===== src/spm_pkg.sv =====
// Constants, field positions and state type for the serial controller block
package spm_pkg;

    // ----------------------------------------------------------------
    // Field positions
    // ----------------------------------------------------------------
    localparam int GCR_ROLE_BIT = 0;
    localparam int FMT_PRESC_LSB = 8;
    localparam int FMT_PRESC_MSB = 15;
    localparam int FMT_PHASE_BIT = 16;
    localparam int FMT_POL_BIT = 17;
    localparam int DLY_C2T_LSB = 24;
    localparam int DLY_C2T_MSB = 31;
    localparam int DLY_T2C_LSB = 16;
    localparam int DLY_T2C_MSB = 23;

    // ----------------------------------------------------------------
    // Timing
    // ----------------------------------------------------------------
    localparam int CNT_W = 10;
    localparam int PER_W = 9;
    localparam int CLK_MHZ = 40;
    localparam int MIN_SCLK_NS = 25;
    localparam int MIN_SCLK_CYC_RAW = (MIN_SCLK_NS * CLK_MHZ + 999) / 1000;
    localparam logic [PER_W-1:0] MIN_SCLK_CYC =
        PER_W'((MIN_SCLK_CYC_RAW < 1) ? 1 : MIN_SCLK_CYC_RAW);
    localparam logic [PER_W-1:0] PRESC_ZERO_PERIOD = 9'h002;
    localparam logic [PER_W-1:0] PRESC_OFFSET = 9'h001;
    localparam logic [CNT_W-1:0] SETUP_BASE = 10'h002;
    localparam logic [CNT_W-1:0] SETUP_KEEP_EXTRA = 10'h001;
    localparam logic [CNT_W-1:0] HOLD_BASE = 10'h001;

    // ----------------------------------------------------------------
    // Data path
    // ----------------------------------------------------------------
    localparam int WORD_BITS = 16;
    localparam int FIFO_DEPTH = 8;

    typedef enum logic [4:0] {
        S_IDLE   = 5'b00001,
        S_SETUP  = 5'b00010,
        S_FIRST  = 5'b00100,
        S_SECOND = 5'b01000,
        S_HOLD   = 5'b10000
    } spm_state_t;

endpackage


===== src/spm_fifo.sv =====
// Transmit word buffer with valid and ready on both sides
`timescale 1ns/1ps
module spm_fifo #(
    parameter int W = 16,
    parameter int DEPTH = 8
) (
    input wire logic mclk_i,
    input wire logic rst_n_i,
    input wire logic ce_i,
    input wire logic in_valid_i,
    output logic in_ready_o,
    input wire logic [W-1:0] in_data_i,
    output logic out_valid_o,
    input wire logic out_ready_i,
    output logic [W-1:0] out_data_o
);
    localparam int AW = (DEPTH > 1) ? $clog2(DEPTH) : 1;
    localparam logic [AW-1:0] LAST = AW'(DEPTH - 1);
    localparam logic [AW:0] FULL = (AW + 1)'(DEPTH);

    logic [W-1:0] mem [DEPTH];
    logic [AW-1:0] wr_ptr, rd_ptr, next_wr_ptr, next_rd_ptr;
    logic [AW:0] count, next_count;
    logic in_ready, next_in_ready;
    logic push, pop;

    assign push = in_valid_i && in_ready;
    assign pop = out_valid_o && out_ready_i;
    assign out_valid_o = (count != '0);
    assign out_data_o = mem[rd_ptr];
    assign in_ready_o = in_ready;

    always_comb begin
        next_wr_ptr = wr_ptr;
        next_rd_ptr = rd_ptr;
        next_count = count;
        if (push) begin
            next_wr_ptr = (wr_ptr == LAST) ? '0 : wr_ptr + 1'b1;
        end
        if (pop) begin
            next_rd_ptr = (rd_ptr == LAST) ? '0 : rd_ptr + 1'b1;
        end
        if (push && !pop) begin
            next_count = count + 1'b1;
        end else if (pop && !push) begin
            next_count = count - 1'b1;
        end
        // Ready registered so the source sees back-pressure from a flop
        next_in_ready = (next_count != FULL);
    end

    always_ff @(posedge mclk_i or negedge rst_n_i) begin
        if (!rst_n_i) begin
            wr_ptr <= '0;
            rd_ptr <= '0;
            count <= '0;
            in_ready <= 1'b1;
        end else if (ce_i) begin
            wr_ptr <= next_wr_ptr;
            rd_ptr <= next_rd_ptr;
            count <= next_count;
            in_ready <= next_in_ready;
        end
    end

    always_ff @(posedge mclk_i) begin
        if (ce_i && push) begin
            mem[wr_ptr] <= in_data_i;
        end
    end
endmodule


===== src/spm_master.sv =====
// Serial bus controller engine, delayed-phase clocking, with transmit buffer
`timescale 1ns/1ps
module spm_master #(
    parameter int W = spm_pkg::WORD_BITS,
    parameter int DEPTH = spm_pkg::FIFO_DEPTH
) (
    input wire logic mclk_i,
    input wire logic rst_n_i,
    input wire logic ce_i,
    input wire logic [31:0] global_control_i,
    input wire logic [31:0] format_i,
    input wire logic [31:0] delay_i,
    input wire logic select_keep_asserted_i,
    input wire logic [W-1:0] tx_data_i,
    input wire logic tx_valid_i,
    output logic tx_ready_o,
    output logic [W-1:0] rx_data_o,
    output logic rx_valid_o,
    output logic busy_o,
    output logic serial_clock_pin_o,
    output logic controller_out_line_o,
    input wire logic controller_in_line_i,
    output logic select_n_o
);
    import spm_pkg::*;

    localparam int BW = $clog2(W + 1);
    localparam logic [BW-1:0] LAST_BIT = BW'(W - 1);

    // ----------------------------------------------------------------
    // Configuration decode
    // ----------------------------------------------------------------
    function automatic logic [PER_W-1:0] sclk_period(input logic [7:0] presc);
        logic [PER_W-1:0] p;
        p = (presc == 8'h00) ? PRESC_ZERO_PERIOD : {1'b0, presc} + PRESC_OFFSET;
        // Keeps the serial clock at or above its shortest legal period
        sclk_period = (p < MIN_SCLK_CYC) ? MIN_SCLK_CYC : p;
    endfunction

    logic mode_ok;
    logic [7:0] presc_f, c2t_f, t2c_f;
    logic pol_f;
    logic [PER_W-1:0] per_f;
    logic [CNT_W-1:0] hlo_f, hhi_f, lead_f;

    assign mode_ok = global_control_i[GCR_ROLE_BIT] && format_i[FMT_PHASE_BIT];
    assign presc_f = format_i[FMT_PRESC_MSB:FMT_PRESC_LSB];
    assign pol_f = format_i[FMT_POL_BIT];
    assign c2t_f = delay_i[DLY_C2T_MSB:DLY_C2T_LSB];
    assign t2c_f = delay_i[DLY_T2C_MSB:DLY_T2C_LSB];
    assign per_f = sclk_period(presc_f);
    // odd periods give the extra cycle to the first phase
    assign hlo_f = CNT_W'(per_f >> 1);
    assign hhi_f = CNT_W'(per_f) - hlo_f;
    // lead time, one more cycle with keep and polarity 1
    assign lead_f = hlo_f + {2'b00, c2t_f} + SETUP_BASE
        + ((select_keep_asserted_i && pol_f) ? SETUP_KEEP_EXTRA : '0);

    // ----------------------------------------------------------------
    // Transmit buffer
    // ----------------------------------------------------------------
    logic f_valid, f_ready;
    logic [W-1:0] f_data;
    spm_state_t state, next_state;

    // Drained only between transfers, so a busy engine fills it up
    assign f_ready = (state == S_IDLE) && mode_ok;

    spm_fifo #(.W(W), .DEPTH(DEPTH)) u_fifo (
        .mclk_i(mclk_i),
        .rst_n_i(rst_n_i),
        .ce_i(ce_i),
        .in_valid_i(tx_valid_i),
        .in_ready_o(tx_ready_o),
        .in_data_i(tx_data_i),
        .out_valid_o(f_valid),
        .out_ready_i(f_ready),
        .out_data_o(f_data)
    );

    // ----------------------------------------------------------------
    // Transfer engine
    // ----------------------------------------------------------------
    logic [CNT_W-1:0] cnt, next_cnt;
    logic [BW-1:0] bits, next_bits;
    logic [W-1:0] tx_sh, next_tx_sh, rx_sh, next_rx_sh, rx_data, next_rx_data;
    logic sclk, next_sclk, mosi, next_mosi, sel_n, next_sel_n;
    logic rx_valid, next_rx_valid, busy, next_busy;
    logic pol_q, next_pol_q;
    logic [CNT_W-1:0] hlo_q, next_hlo_q, hhi_q, next_hhi_q;
    logic [CNT_W-1:0] lead_q, next_lead_q, t2c_q, next_t2c_q;

    always_comb begin
        next_state = state;
        next_cnt = cnt;
        next_bits = bits;
        next_tx_sh = tx_sh;
        next_rx_sh = rx_sh;
        next_rx_data = rx_data;
        next_rx_valid = 1'b0;
        next_sclk = sclk;
        next_mosi = mosi;
        next_sel_n = sel_n;
        next_busy = busy;
        next_pol_q = pol_q;
        next_hlo_q = hlo_q;
        next_hhi_q = hhi_q;
        next_lead_q = lead_q;
        next_t2c_q = t2c_q;
        case (state)
            S_IDLE: begin
                // clock rests at the polarity level
                next_sclk = pol_f;
                if (mode_ok && f_valid) begin
                    next_pol_q = pol_f;
                    next_sclk = pol_f;
                    next_hlo_q = hlo_f;
                    next_hhi_q = hhi_f;
                    next_lead_q = lead_f;
                    next_t2c_q = {2'b00, t2c_f};
                    // select asserted low for the transfer
                    next_sel_n = 1'b0;
                    // first bit out a full lead ahead of the first leading edge
                    next_mosi = f_data[W-1];
                    next_tx_sh = f_data << 1;
                    next_bits = '0;
                    next_busy = 1'b1;
                    next_cnt = lead_f - 1'b1;
                    next_state = S_SETUP;
                end
            end
            S_SETUP: begin
                if (cnt == '0) begin
                    // first leading edge after the lead time
                    next_sclk = ~pol_q;
                    next_cnt = hhi_q - 1'b1;
                    next_state = S_FIRST;
                end else begin
                    next_cnt = cnt - 1'b1;
                end
            end
            S_FIRST: begin
                if (cnt == '0) begin
                    // sample on the trailing edge: falling for 0, rising for 1
                    next_sclk = pol_q;
                    next_rx_sh = {rx_sh[W-2:0], controller_in_line_i};
                    if (bits == LAST_BIT) begin
                        next_cnt = t2c_q + HOLD_BASE - 1'b1;
                        next_state = S_HOLD;
                    end else begin
                        next_bits = bits + 1'b1;
                        next_cnt = hlo_q - 1'b1;
                        next_state = S_SECOND;
                    end
                end else begin
                    next_cnt = cnt - 1'b1;
                end
            end
            S_SECOND: begin
                if (cnt == '0) begin
                    // launch on leading edge, one first phase (hhi_q cycles) before sampling
                    next_sclk = ~pol_q;
                    next_mosi = tx_sh[W-1];
                    next_tx_sh = tx_sh << 1;
                    next_cnt = hhi_q - 1'b1;
                    next_state = S_FIRST;
                end else begin
                    next_cnt = cnt - 1'b1;
                end
            end
            S_HOLD: begin
                if (cnt == '0) begin
                    // release select after the trailing gap
                    next_sel_n = 1'b1;
                    next_busy = 1'b0;
                    next_rx_data = rx_sh;
                    next_rx_valid = 1'b1;
                    next_state = S_IDLE;
                end else begin
                    next_cnt = cnt - 1'b1;
                end
            end
            default: begin
                next_state = S_IDLE;
                next_sel_n = 1'b1;
                next_busy = 1'b0;
            end
        endcase
    end

    always_ff @(posedge mclk_i or negedge rst_n_i) begin
        if (!rst_n_i) begin
            state <= S_IDLE;
            cnt <= '0;
            bits <= '0;
            tx_sh <= '0;
            rx_sh <= '0;
            rx_data <= '0;
            rx_valid <= 1'b0;
            sclk <= 1'b0;
            mosi <= 1'b0;
            sel_n <= 1'b1;
            busy <= 1'b0;
            pol_q <= 1'b0;
            hlo_q <= '0;
            hhi_q <= '0;
            lead_q <= '0;
            t2c_q <= '0;
        end else if (ce_i) begin
            state <= next_state;
            cnt <= next_cnt;
            bits <= next_bits;
            tx_sh <= next_tx_sh;
            rx_sh <= next_rx_sh;
            rx_data <= next_rx_data;
            rx_valid <= next_rx_valid;
            sclk <= next_sclk;
            mosi <= next_mosi;
            sel_n <= next_sel_n;
            busy <= next_busy;
            pol_q <= next_pol_q;
            hlo_q <= next_hlo_q;
            hhi_q <= next_hhi_q;
            lead_q <= next_lead_q;
            t2c_q <= next_t2c_q;
        end
    end

    assign serial_clock_pin_o = sclk;
    assign controller_out_line_o = mosi;
    assign select_n_o = sel_n;
    assign rx_data_o = rx_data;
    assign rx_valid_o = rx_valid;
    assign busy_o = busy;
    // ----------------------------------------------------------------
    // Checks
    // ----------------------------------------------------------------
    logic [CNT_W-1:0] run_len;
    // Cycles the clock and select levels have been steady, 1 just after a change
    always_ff @(posedge mclk_i or negedge rst_n_i) begin
        if (!rst_n_i) begin
            run_len <= '0;
        end else if (ce_i) begin
            run_len <= (next_sclk != sclk || next_sel_n != sel_n) ? 10'h001 : run_len + 1'b1;
        end
    end
endmodule


===== config.mk =====
export PLATFORM = sky130hd
export DESIGN_NAME = spm_master
export DESIGN_NICKNAME = d
export VERILOG_FILES = /design/src/spm_pkg.sv /design/src/spm_fifo.sv /design/src/spm_master.sv
export SDC_FILE = /design/constraint.sdc
export NUM_CORES = 1
export LEC_CHECK = 0
export ABC_AREA = 1
export BUFFER_PORTS_ARGS = -buffer_cell sky130_fd_sc_hd__buf_2
export CORE_UTILIZATION = 45
export CTS_BUF_LIST = sky130_fd_sc_hd__clkbuf_4
export DETAILED_ROUTE_END_ITERATION = 10
export PLACE_DENSITY_LB_ADDON = 0.25
export SLEW_MARGIN = 20
export SYNTH_ARGS = -nofsm -noshare
export SYNTH_HDL_FRONTEND = slang
export SYNTH_HIERARCHICAL = 1
export SYNTH_SLANG_ARGS = --single-unit

===== constraint.sdc =====
create_clock -name mclk_i -period 2.12 [get_ports mclk_i]
set_input_delay 0.212 -clock mclk_i [delete_from_list [all_inputs] [get_ports mclk_i]]
set_output_delay 0.212 -clock mclk_i [all_outputs]
set_load 0.01 [all_outputs]

; After elaboration in Yosys (flattened, before gate mapping)
; Memory sizes are Yosys's and may differ from the RTL's.
; Index checks and enable logic that the tools add are counted.
[word_totals]
regBits = 111
ram_bits = 128
inputBits = 118
output_inout_bits = 22
wordCells = 128
mem_count = 1
[op_classes]
add_sub_neg = 16
order_cmp = 1
eq_ne = 16
muxes = 42
bitwise = 2
reduce_logical = 31
[mem_list]
columns = name, depth, word_bits, read_ports, rd_clocked_by_memory_dff, write_ports, line_no
row1 = u_fifo.mem, 8, 16, 1, 0, 1, spm_fifo.sv:21  ; logic [W-1:0] mem [DEPTH];
[ops]
columns = op, n
row1 = 10-bit two-way mux, 5
row2 = 5-bit two-way mux, 8
row3 = 10-bit one-hot mux with 4 select lines, 1
row4 = 16-bit two-way mux, 2
row5 = 16-bit one-hot mux with 2 select lines, 1
row6 = 10-bit by 1-bit subtractor with 10-bit output (second input constant), 3
row7 = 5-bit one-hot mux with 4 select lines, 1
row8 = 8-bit by 1-bit adder with 9-bit output (second input constant), 2
row9 = 9-bit two-way mux, 2
row10 = 4-bit AND reduction, 4
row11 = 1-bit two-way mux, 13
row12 = 10-bit by 1-bit adder with 10-bit output, 1
row13 = 9-bit by 2-bit adder with 10-bit output (second input constant), 1
row14 = 5-bit by 4-bit == test with 1-bit output (second input constant), 2
row15 = 10-bit logical NOT, 1
row16 = 2-bit != test (second input constant), 5
row17 = 5-bit one-hot mux with 2 select lines, 1
row18 = 5-bit AND reduction, 2
row19 = 9-bit by 1-bit subtractor with 10-bit output (second input constant), 1
row20 = 9-bit by 8-bit subtractor with 10-bit output, 1
row21 = 8-bit by 8-bit adder with 9-bit output, 1
row22 = 1-bit logical AND, 9
row23 = 9-bit by 1-bit less-than comparator with 1-bit output (second input constant), 1
row24 = 1-bit one-hot mux with 3 select lines, 3
row25 = 25 further kinds, 37

; Longest topological paths before layout
[depth]
depth_word = 10
ltp_mapped = 22

; Modules after synthesis
; The synthesis kept the hierarchy.
[modules_own_cells]
columns = module, n_inst, cells_each, area_per_inst_um2
row1 = spm_master, 1, 848, 6194.7
row2 = spm_fifo, 1, 464, 5685.5

; Worst setup path after synthesis
; Ideal clock, no wire load.
[synth_path]
path_type = input to register
start = input format_i[8]
end = register cnt[9]
setup_ps = 116
t_arrival_ps = 2666
setup_slack_ps = -662
path_stages = 21
n_path_buf = 0
path_cell_list = ha_1 nand4_1 nor2_1 nand2_1 nor2_1 inv_1 ha_1 nand4_1 nor2_1 nand2_1 nand2_1 inv_1 ha_1 ha_1 a21o_1 a21boi_0 nand3_1 nand2_1 nand3_1 nor2_1 nor2_1
[synth_between]
elab_chain_cells = 10
word_cells_on_any_way = 11
[synth_rtl]
columns = item, line_no
row1 = "start, declared", spm_master.sv:11  ; input wire logic [31:0] format_i,
row2 = 8-bit by 1-bit adder with 9-bit output / 8-bit logical NOT (equally long branches), spm_master.sv:35  ; p = (presc == 8'h00) ? PRESC_ZERO_PERIOD : {1'b0, presc} + PRESC_OFFSET;
row3 = 9-bit two-way mux (*), spm_master.sv:35
row4 = 9-bit by 1-bit less-than comparator with 1-bit output, spm_master.sv:37  ; sclk_period = (p < MIN_SCLK_CYC) ? MIN_SCLK_CYC : p;
row5 = 9-bit two-way mux (*), spm_master.sv:37
row6 = net per_f[7], spm_master.sv:43  ; logic [PER_W-1:0] per_f;
row7 = 8-bit by 8-bit adder with 9-bit output (*), spm_master.sv:56  ; assign lead_f = hlo_f + {2'b00, c2t_f} + SETUP_BASE
row8 = 9-bit by 2-bit adder with 10-bit output (*), spm_master.sv:56
row9 = 10-bit by 1-bit adder with 10-bit output (*), spm_master.sv:57  ; + ((select_keep_asserted_i && pol_f) ? SETUP_KEEP_EXTRA : '0);
row10 = 10-bit by 1-bit subtractor with 10-bit output (*), spm_master.sv:128  ; next_cnt = lead_f - 1'b1;
row11 = 10-bit two-way mux (*), spm_master.sv:114  ; if (mode_ok && f_valid) begin
row12 = 10-bit one-hot mux with 4 select lines (*), spm_master.sv:110  ; case (state)
row13 = "end signal, assigned", spm_master.sv:211  ; cnt <= next_cnt;
row14 = "end, declared", spm_master.sv:84  ; logic [CNT_W-1:0] cnt, next_cnt;
; The timed path passes the listed nets; every way through them passes the cells marked *. The select of a mux whose other input is x is not followed.
; A chain may end at the register's enable or synchronous reset.

; Worst setup path after layout
[layout_path]
start = input format_i[10]
end = register cnt[9]
; The elaborated chain is that of the path after synthesis.

==> flow_summary_export.csv <==
group,metric,value,unit
drt,routed_wl,28.6,mm
global_route,grt_overflow,0,
synth,synth-edff-count,128,
timing,skew,59.2,ps
floorplanning,rows,59,
placed_design,placed_area,13500,um2
clock_tree,clockBufferDepth,3,
synth,synth_compound_area_frac,0.109,
placed_design,dp.final_hpwl,19.1,mm
global_route,grt_start_max_net_pins,51,
clock_tree,cts_root_buf,"clkbuf_4",
setup_path,critPathTopFamily,"simple AND/OR/NAND/NOR gates",
timing,maxSlewViolCount,0,
setup_path,reg2reg_from,"cnt[1]",
clock_tree,cts_tree,"built",
status,status,"completed",
synth,synth-simple-area-share,0.216,
global_route,grt_pass1_wl,46.3,mm
drt,dr.pass1.iters,5,
synth,ys_ff_latch,238,
setup_path,path_cells,"buf_4, nand3_4, nor2_4, nand3_2, nor2_1, nand2_1, nand2_2, ha_4, nand4_1, nor2_1, nand2_1, nand2_2, inv_2, ha_4, ha_4, a21o_1, a21boi_1, nand3_1, nand2_1, nand3_1, nor2_1, nor2_1",
floorplanning,fp.dieH,164,um
drt,drt-initial-drc-count,617,
global_route,antenna_found_initial,1,
setup_path,cpPeakStageDelay,230,ps
synth,synthCells,1312,
floorplanning,start_util,0.457,
timing,fin_crit_sh,0.954,
floorplanning,coreArea,26000,um2
job,drv_cap,0,
setup_path,cp_max_fo,4,
timing,fmax,494,MHz
cells_and_area,final_nets,1695,
setup_path,crit_top_cell,"nor2_1",
floorplanning,die_w,164,um
cells_and_area,utilization,0.565,
cells_and_area,fillers,2344,
synth,synthArstFlopShare,0.462,
synth,syn_nets,1470,
drt,vias,9743,
floorplanning,die_area,27100,um2
synth,synth_fa_ha_area_frac,0.0434,
timing,holdWs,23.1,ps
floorplanning,boundaryPins,140,
setup_path,endpoint_kind,"flop",
drt,wl_per_cell,14.9,um
placed_design,place.gp.congestion,0.919,
timing,hold_viol_final,0,
synth,ys_seq_area_frac,0.556,
clock_tree,cts-buffers-inserted,61,
cells_and_area,design_area,14700,um2
cells_and_area,drive_gt1_frac,0.216,
pwr,power.total,16.2,mW
timing,rsz0062_at_grt,"true",
setup_path,cp-start-kind,"primary input",
drt,drc,0,
setup_path,worstPathArrival,2650,ps
pwr,leakage,6.46,nW
timing,worst_slew_pin_slew,832,ps
synth,synth_area_per_cell,9.05,um2
pwr,ir_drop,537,uV
cells_and_area,area_growth,23.7,%
synth,synth-main-ff-cell,"edfxtp_1",
hold_path,hold_start,"format_i[9]",
hold_path,min_path_type,"primary input to flop",
synth,synth_top_family_by_area,"simple AND/OR/NAND/NOR gates",
synth,synth_xor_area_frac,0.0118,
setup_path,cp_num_buf_inv,2,
pwr,powerDensity,1100,nW/um2
setup_path,startpoint,"format_i[10]",
setup_path,worst_path_max_delay_cell,"ha_4",
global_route,grt_usage,0.217,
clock_tree,clk_latency,730,ps
timing,period_needed,2020,ps
setup_path,crit_required,2750,ps
setup_path,worst-setup-path-type,"primary input to flop",
clock_tree,clk_pin_slew_worst_paths,80,ps
timing,relSlewSlack,0.444,
timing,fin_setup_tns,0,ps
global_route,grt_pass1_vias,9534,
drt,vias_per_cell,5.07,
clock_tree,cts.htree.levels,2,
clock_tree,clkSinkCount,238,
synth,yosys_warnings,6,
timing,setup_viol,0,
synth,synth_mux_area_frac,0.000948,
drt,ant_nets,0,
synth,synth_area,11900,um2
synth,synthDistinctLibCells,51,
placed_design,io_buffers,70,
where the power goes:
| part | switching, mW | leakage [nW] | internal, mW |
|---|---|---|---|
| Combinational | 3.79 | 3.46 | 2.38 |
| Sequential | 0.582 | 2.57 | 5.76 |
| Clock | 1.92 | 0.434 | 1.74 |
cell type report:
type | count | area, um2 | area share
Tap cell | 335 | 419 | 0.0285
Clock buffer | 77 | 578 | 0.0393
Inverter | 128 | 485 | 0.0330
Sequential cell | 238 | 6600 | 0.449
Antenna cell | 1 | 2.50 | 0.000170
Timing Repair Buffer | 207 | 1690 | 0.115
Clock inverter | 35 | 161 | 0.0110
Multi-Input combinational cell | 901 | 4750 | 0.323
synthesized netlist by cell type (all sizes together), types with 3 or more instances:
library cell	n	area (um2)
xor2	11	96.3
a31oi	17	106
inv	125	472
nor2	197	757
edfxtp	128	3840
dfrtp	107	2680
xnor2	5	43.8
clkbuf	16	70.1
ha	38	475
dfstp	3	78.8
clkinv	3	12.5
o21ai	155	776
o211ai	13	97.6
o22ai	19	119
a21oi	17	96.4
or2	6	37.5
nor3	6	40.0
buf	29	201
nand2	293	1140
nand3	89	460
nand4	16	100
worst paths after layout:
kind | to | slack, ps | depth (start not counted)
max | cnt[9] | 100 | 22
min reg2reg | rx_data_o[9] | 480 | 2
min in group asynchronous | select_n_o | 80 | 2
max in group asynchronous | bits[0] | 760 | 3
max reg2reg | tx_sh[5] | 140 | 11
min | hlo_q[2] | 20 | 6
cells by family (layout without fill, tap and decap cells):
kind of cell,count (synthesis),in the layout
AOI/OAI and AO/OA,233,233
xor gates and xnor gates,16,16
adders and majority gates,40,40
buffers and inverters,173,447
DFF,238,238
muxes,1,1
other,0,1
and+or+nand+nor,611,611
stage by stage:
| step | setup slack (ps) | cells |
|---|---|---|
| 2_1_floorplan | -479 | 1312 |
| 3_3_place_gp | -791 | 1773 |
| 3_5_place_dp | -879 | 1773 |
| 4_1_cts | 4.23 | 1915 |
| 5_1_grt | -111 | 1922 |
| 6_report | 97.1 | 1922 |
placed cells by master (no fill, tap or decap), types with 3 or more instances in the layout:
| cell type | n |
|---|---|
| inv_1 | 114 |
| o21ai_0 | 120 |
| or2_2 | 4 |
| ha_1 | 27 |
| o21ai_1 | 35 |
| clkinv_2 | 6 |
| xnor2_1 | 5 |
| a21oi_1 | 13 |
| xor2_1 | 11 |
| dfrtp_1 | 106 |
| nand2_1 | 279 |
| clkbuf_4 | 77 |
| nand3_2 | 7 |
| nand2_2 | 9 |
| a31oi_1 | 17 |
| dlygate4sd3_1 | 30 |
| o211ai_1 | 13 |
| dfstp_2 | 3 |
| a21oi_2 | 3 |
| nor2_4 | 4 |
| nand2_4 | 5 |
| nor2_1 | 182 |
| nor3_1 | 4 |
| nor2_2 | 11 |
| buf_12 | 15 |
| ha_4 | 8 |
| edfxtp_1 | 128 |
| inv_2 | 10 |
| nand3_1 | 81 |
| nand4_1 | 16 |
| o22ai_1 | 19 |
| buf_4 | 91 |
| ha_2 | 3 |
| buf_2 | 66 |
| clkinv_1 | 28 |
worst reg2reg max path: cells and delay by family, from the launching register on:
kind / cells / cell delay [ps]
simple gates: 4 / 460
compound gates: 3 / 410
flops: 1 / 390
buf+inv: 3 / 370
fa+ha+maj: 1 / 210
sequential cells by signal, summed over array words and instances, names as in the netlist, 3 cells and up:
register	cells
bits	5
cnt	10
hhi_q	10
hlo_q	8
rx_data_o	16
rx_sh	16
state	5
t2c_q	8
tx_sh	15
u_fifo/count	4
u_fifo/mem	128
u_fifo/rd_ptr	3
u_fifo/wr_ptr	3
per-layer routing:
| layer | vias to the layer above | GRT usage | wire, um |
|---|---|---|---|
| met3 | 49 | 0.0424 | 1490 |
| met4 | 0 | 0.0730 | 593 |
| li1 | 4899 | - | - |
| met1 | 4571 | 0.280 | 12700 |
| met2 | 224 | 0.366 | 13800 |
| met5 | - | 0 | 0 |
repair_timing:
item / CTS / global route
endpoints found under the hold margin: 259 / 0
resized for setup: 5 / 28
setup buffers: 0 / 5
hold buffers: 30 / 0
endpoints found under the setup margin: 2 / 37
gates cloned: 0 / 1
pin swaps: 3 / 33
No activity file was read; power rests on OpenSTA's default activity.
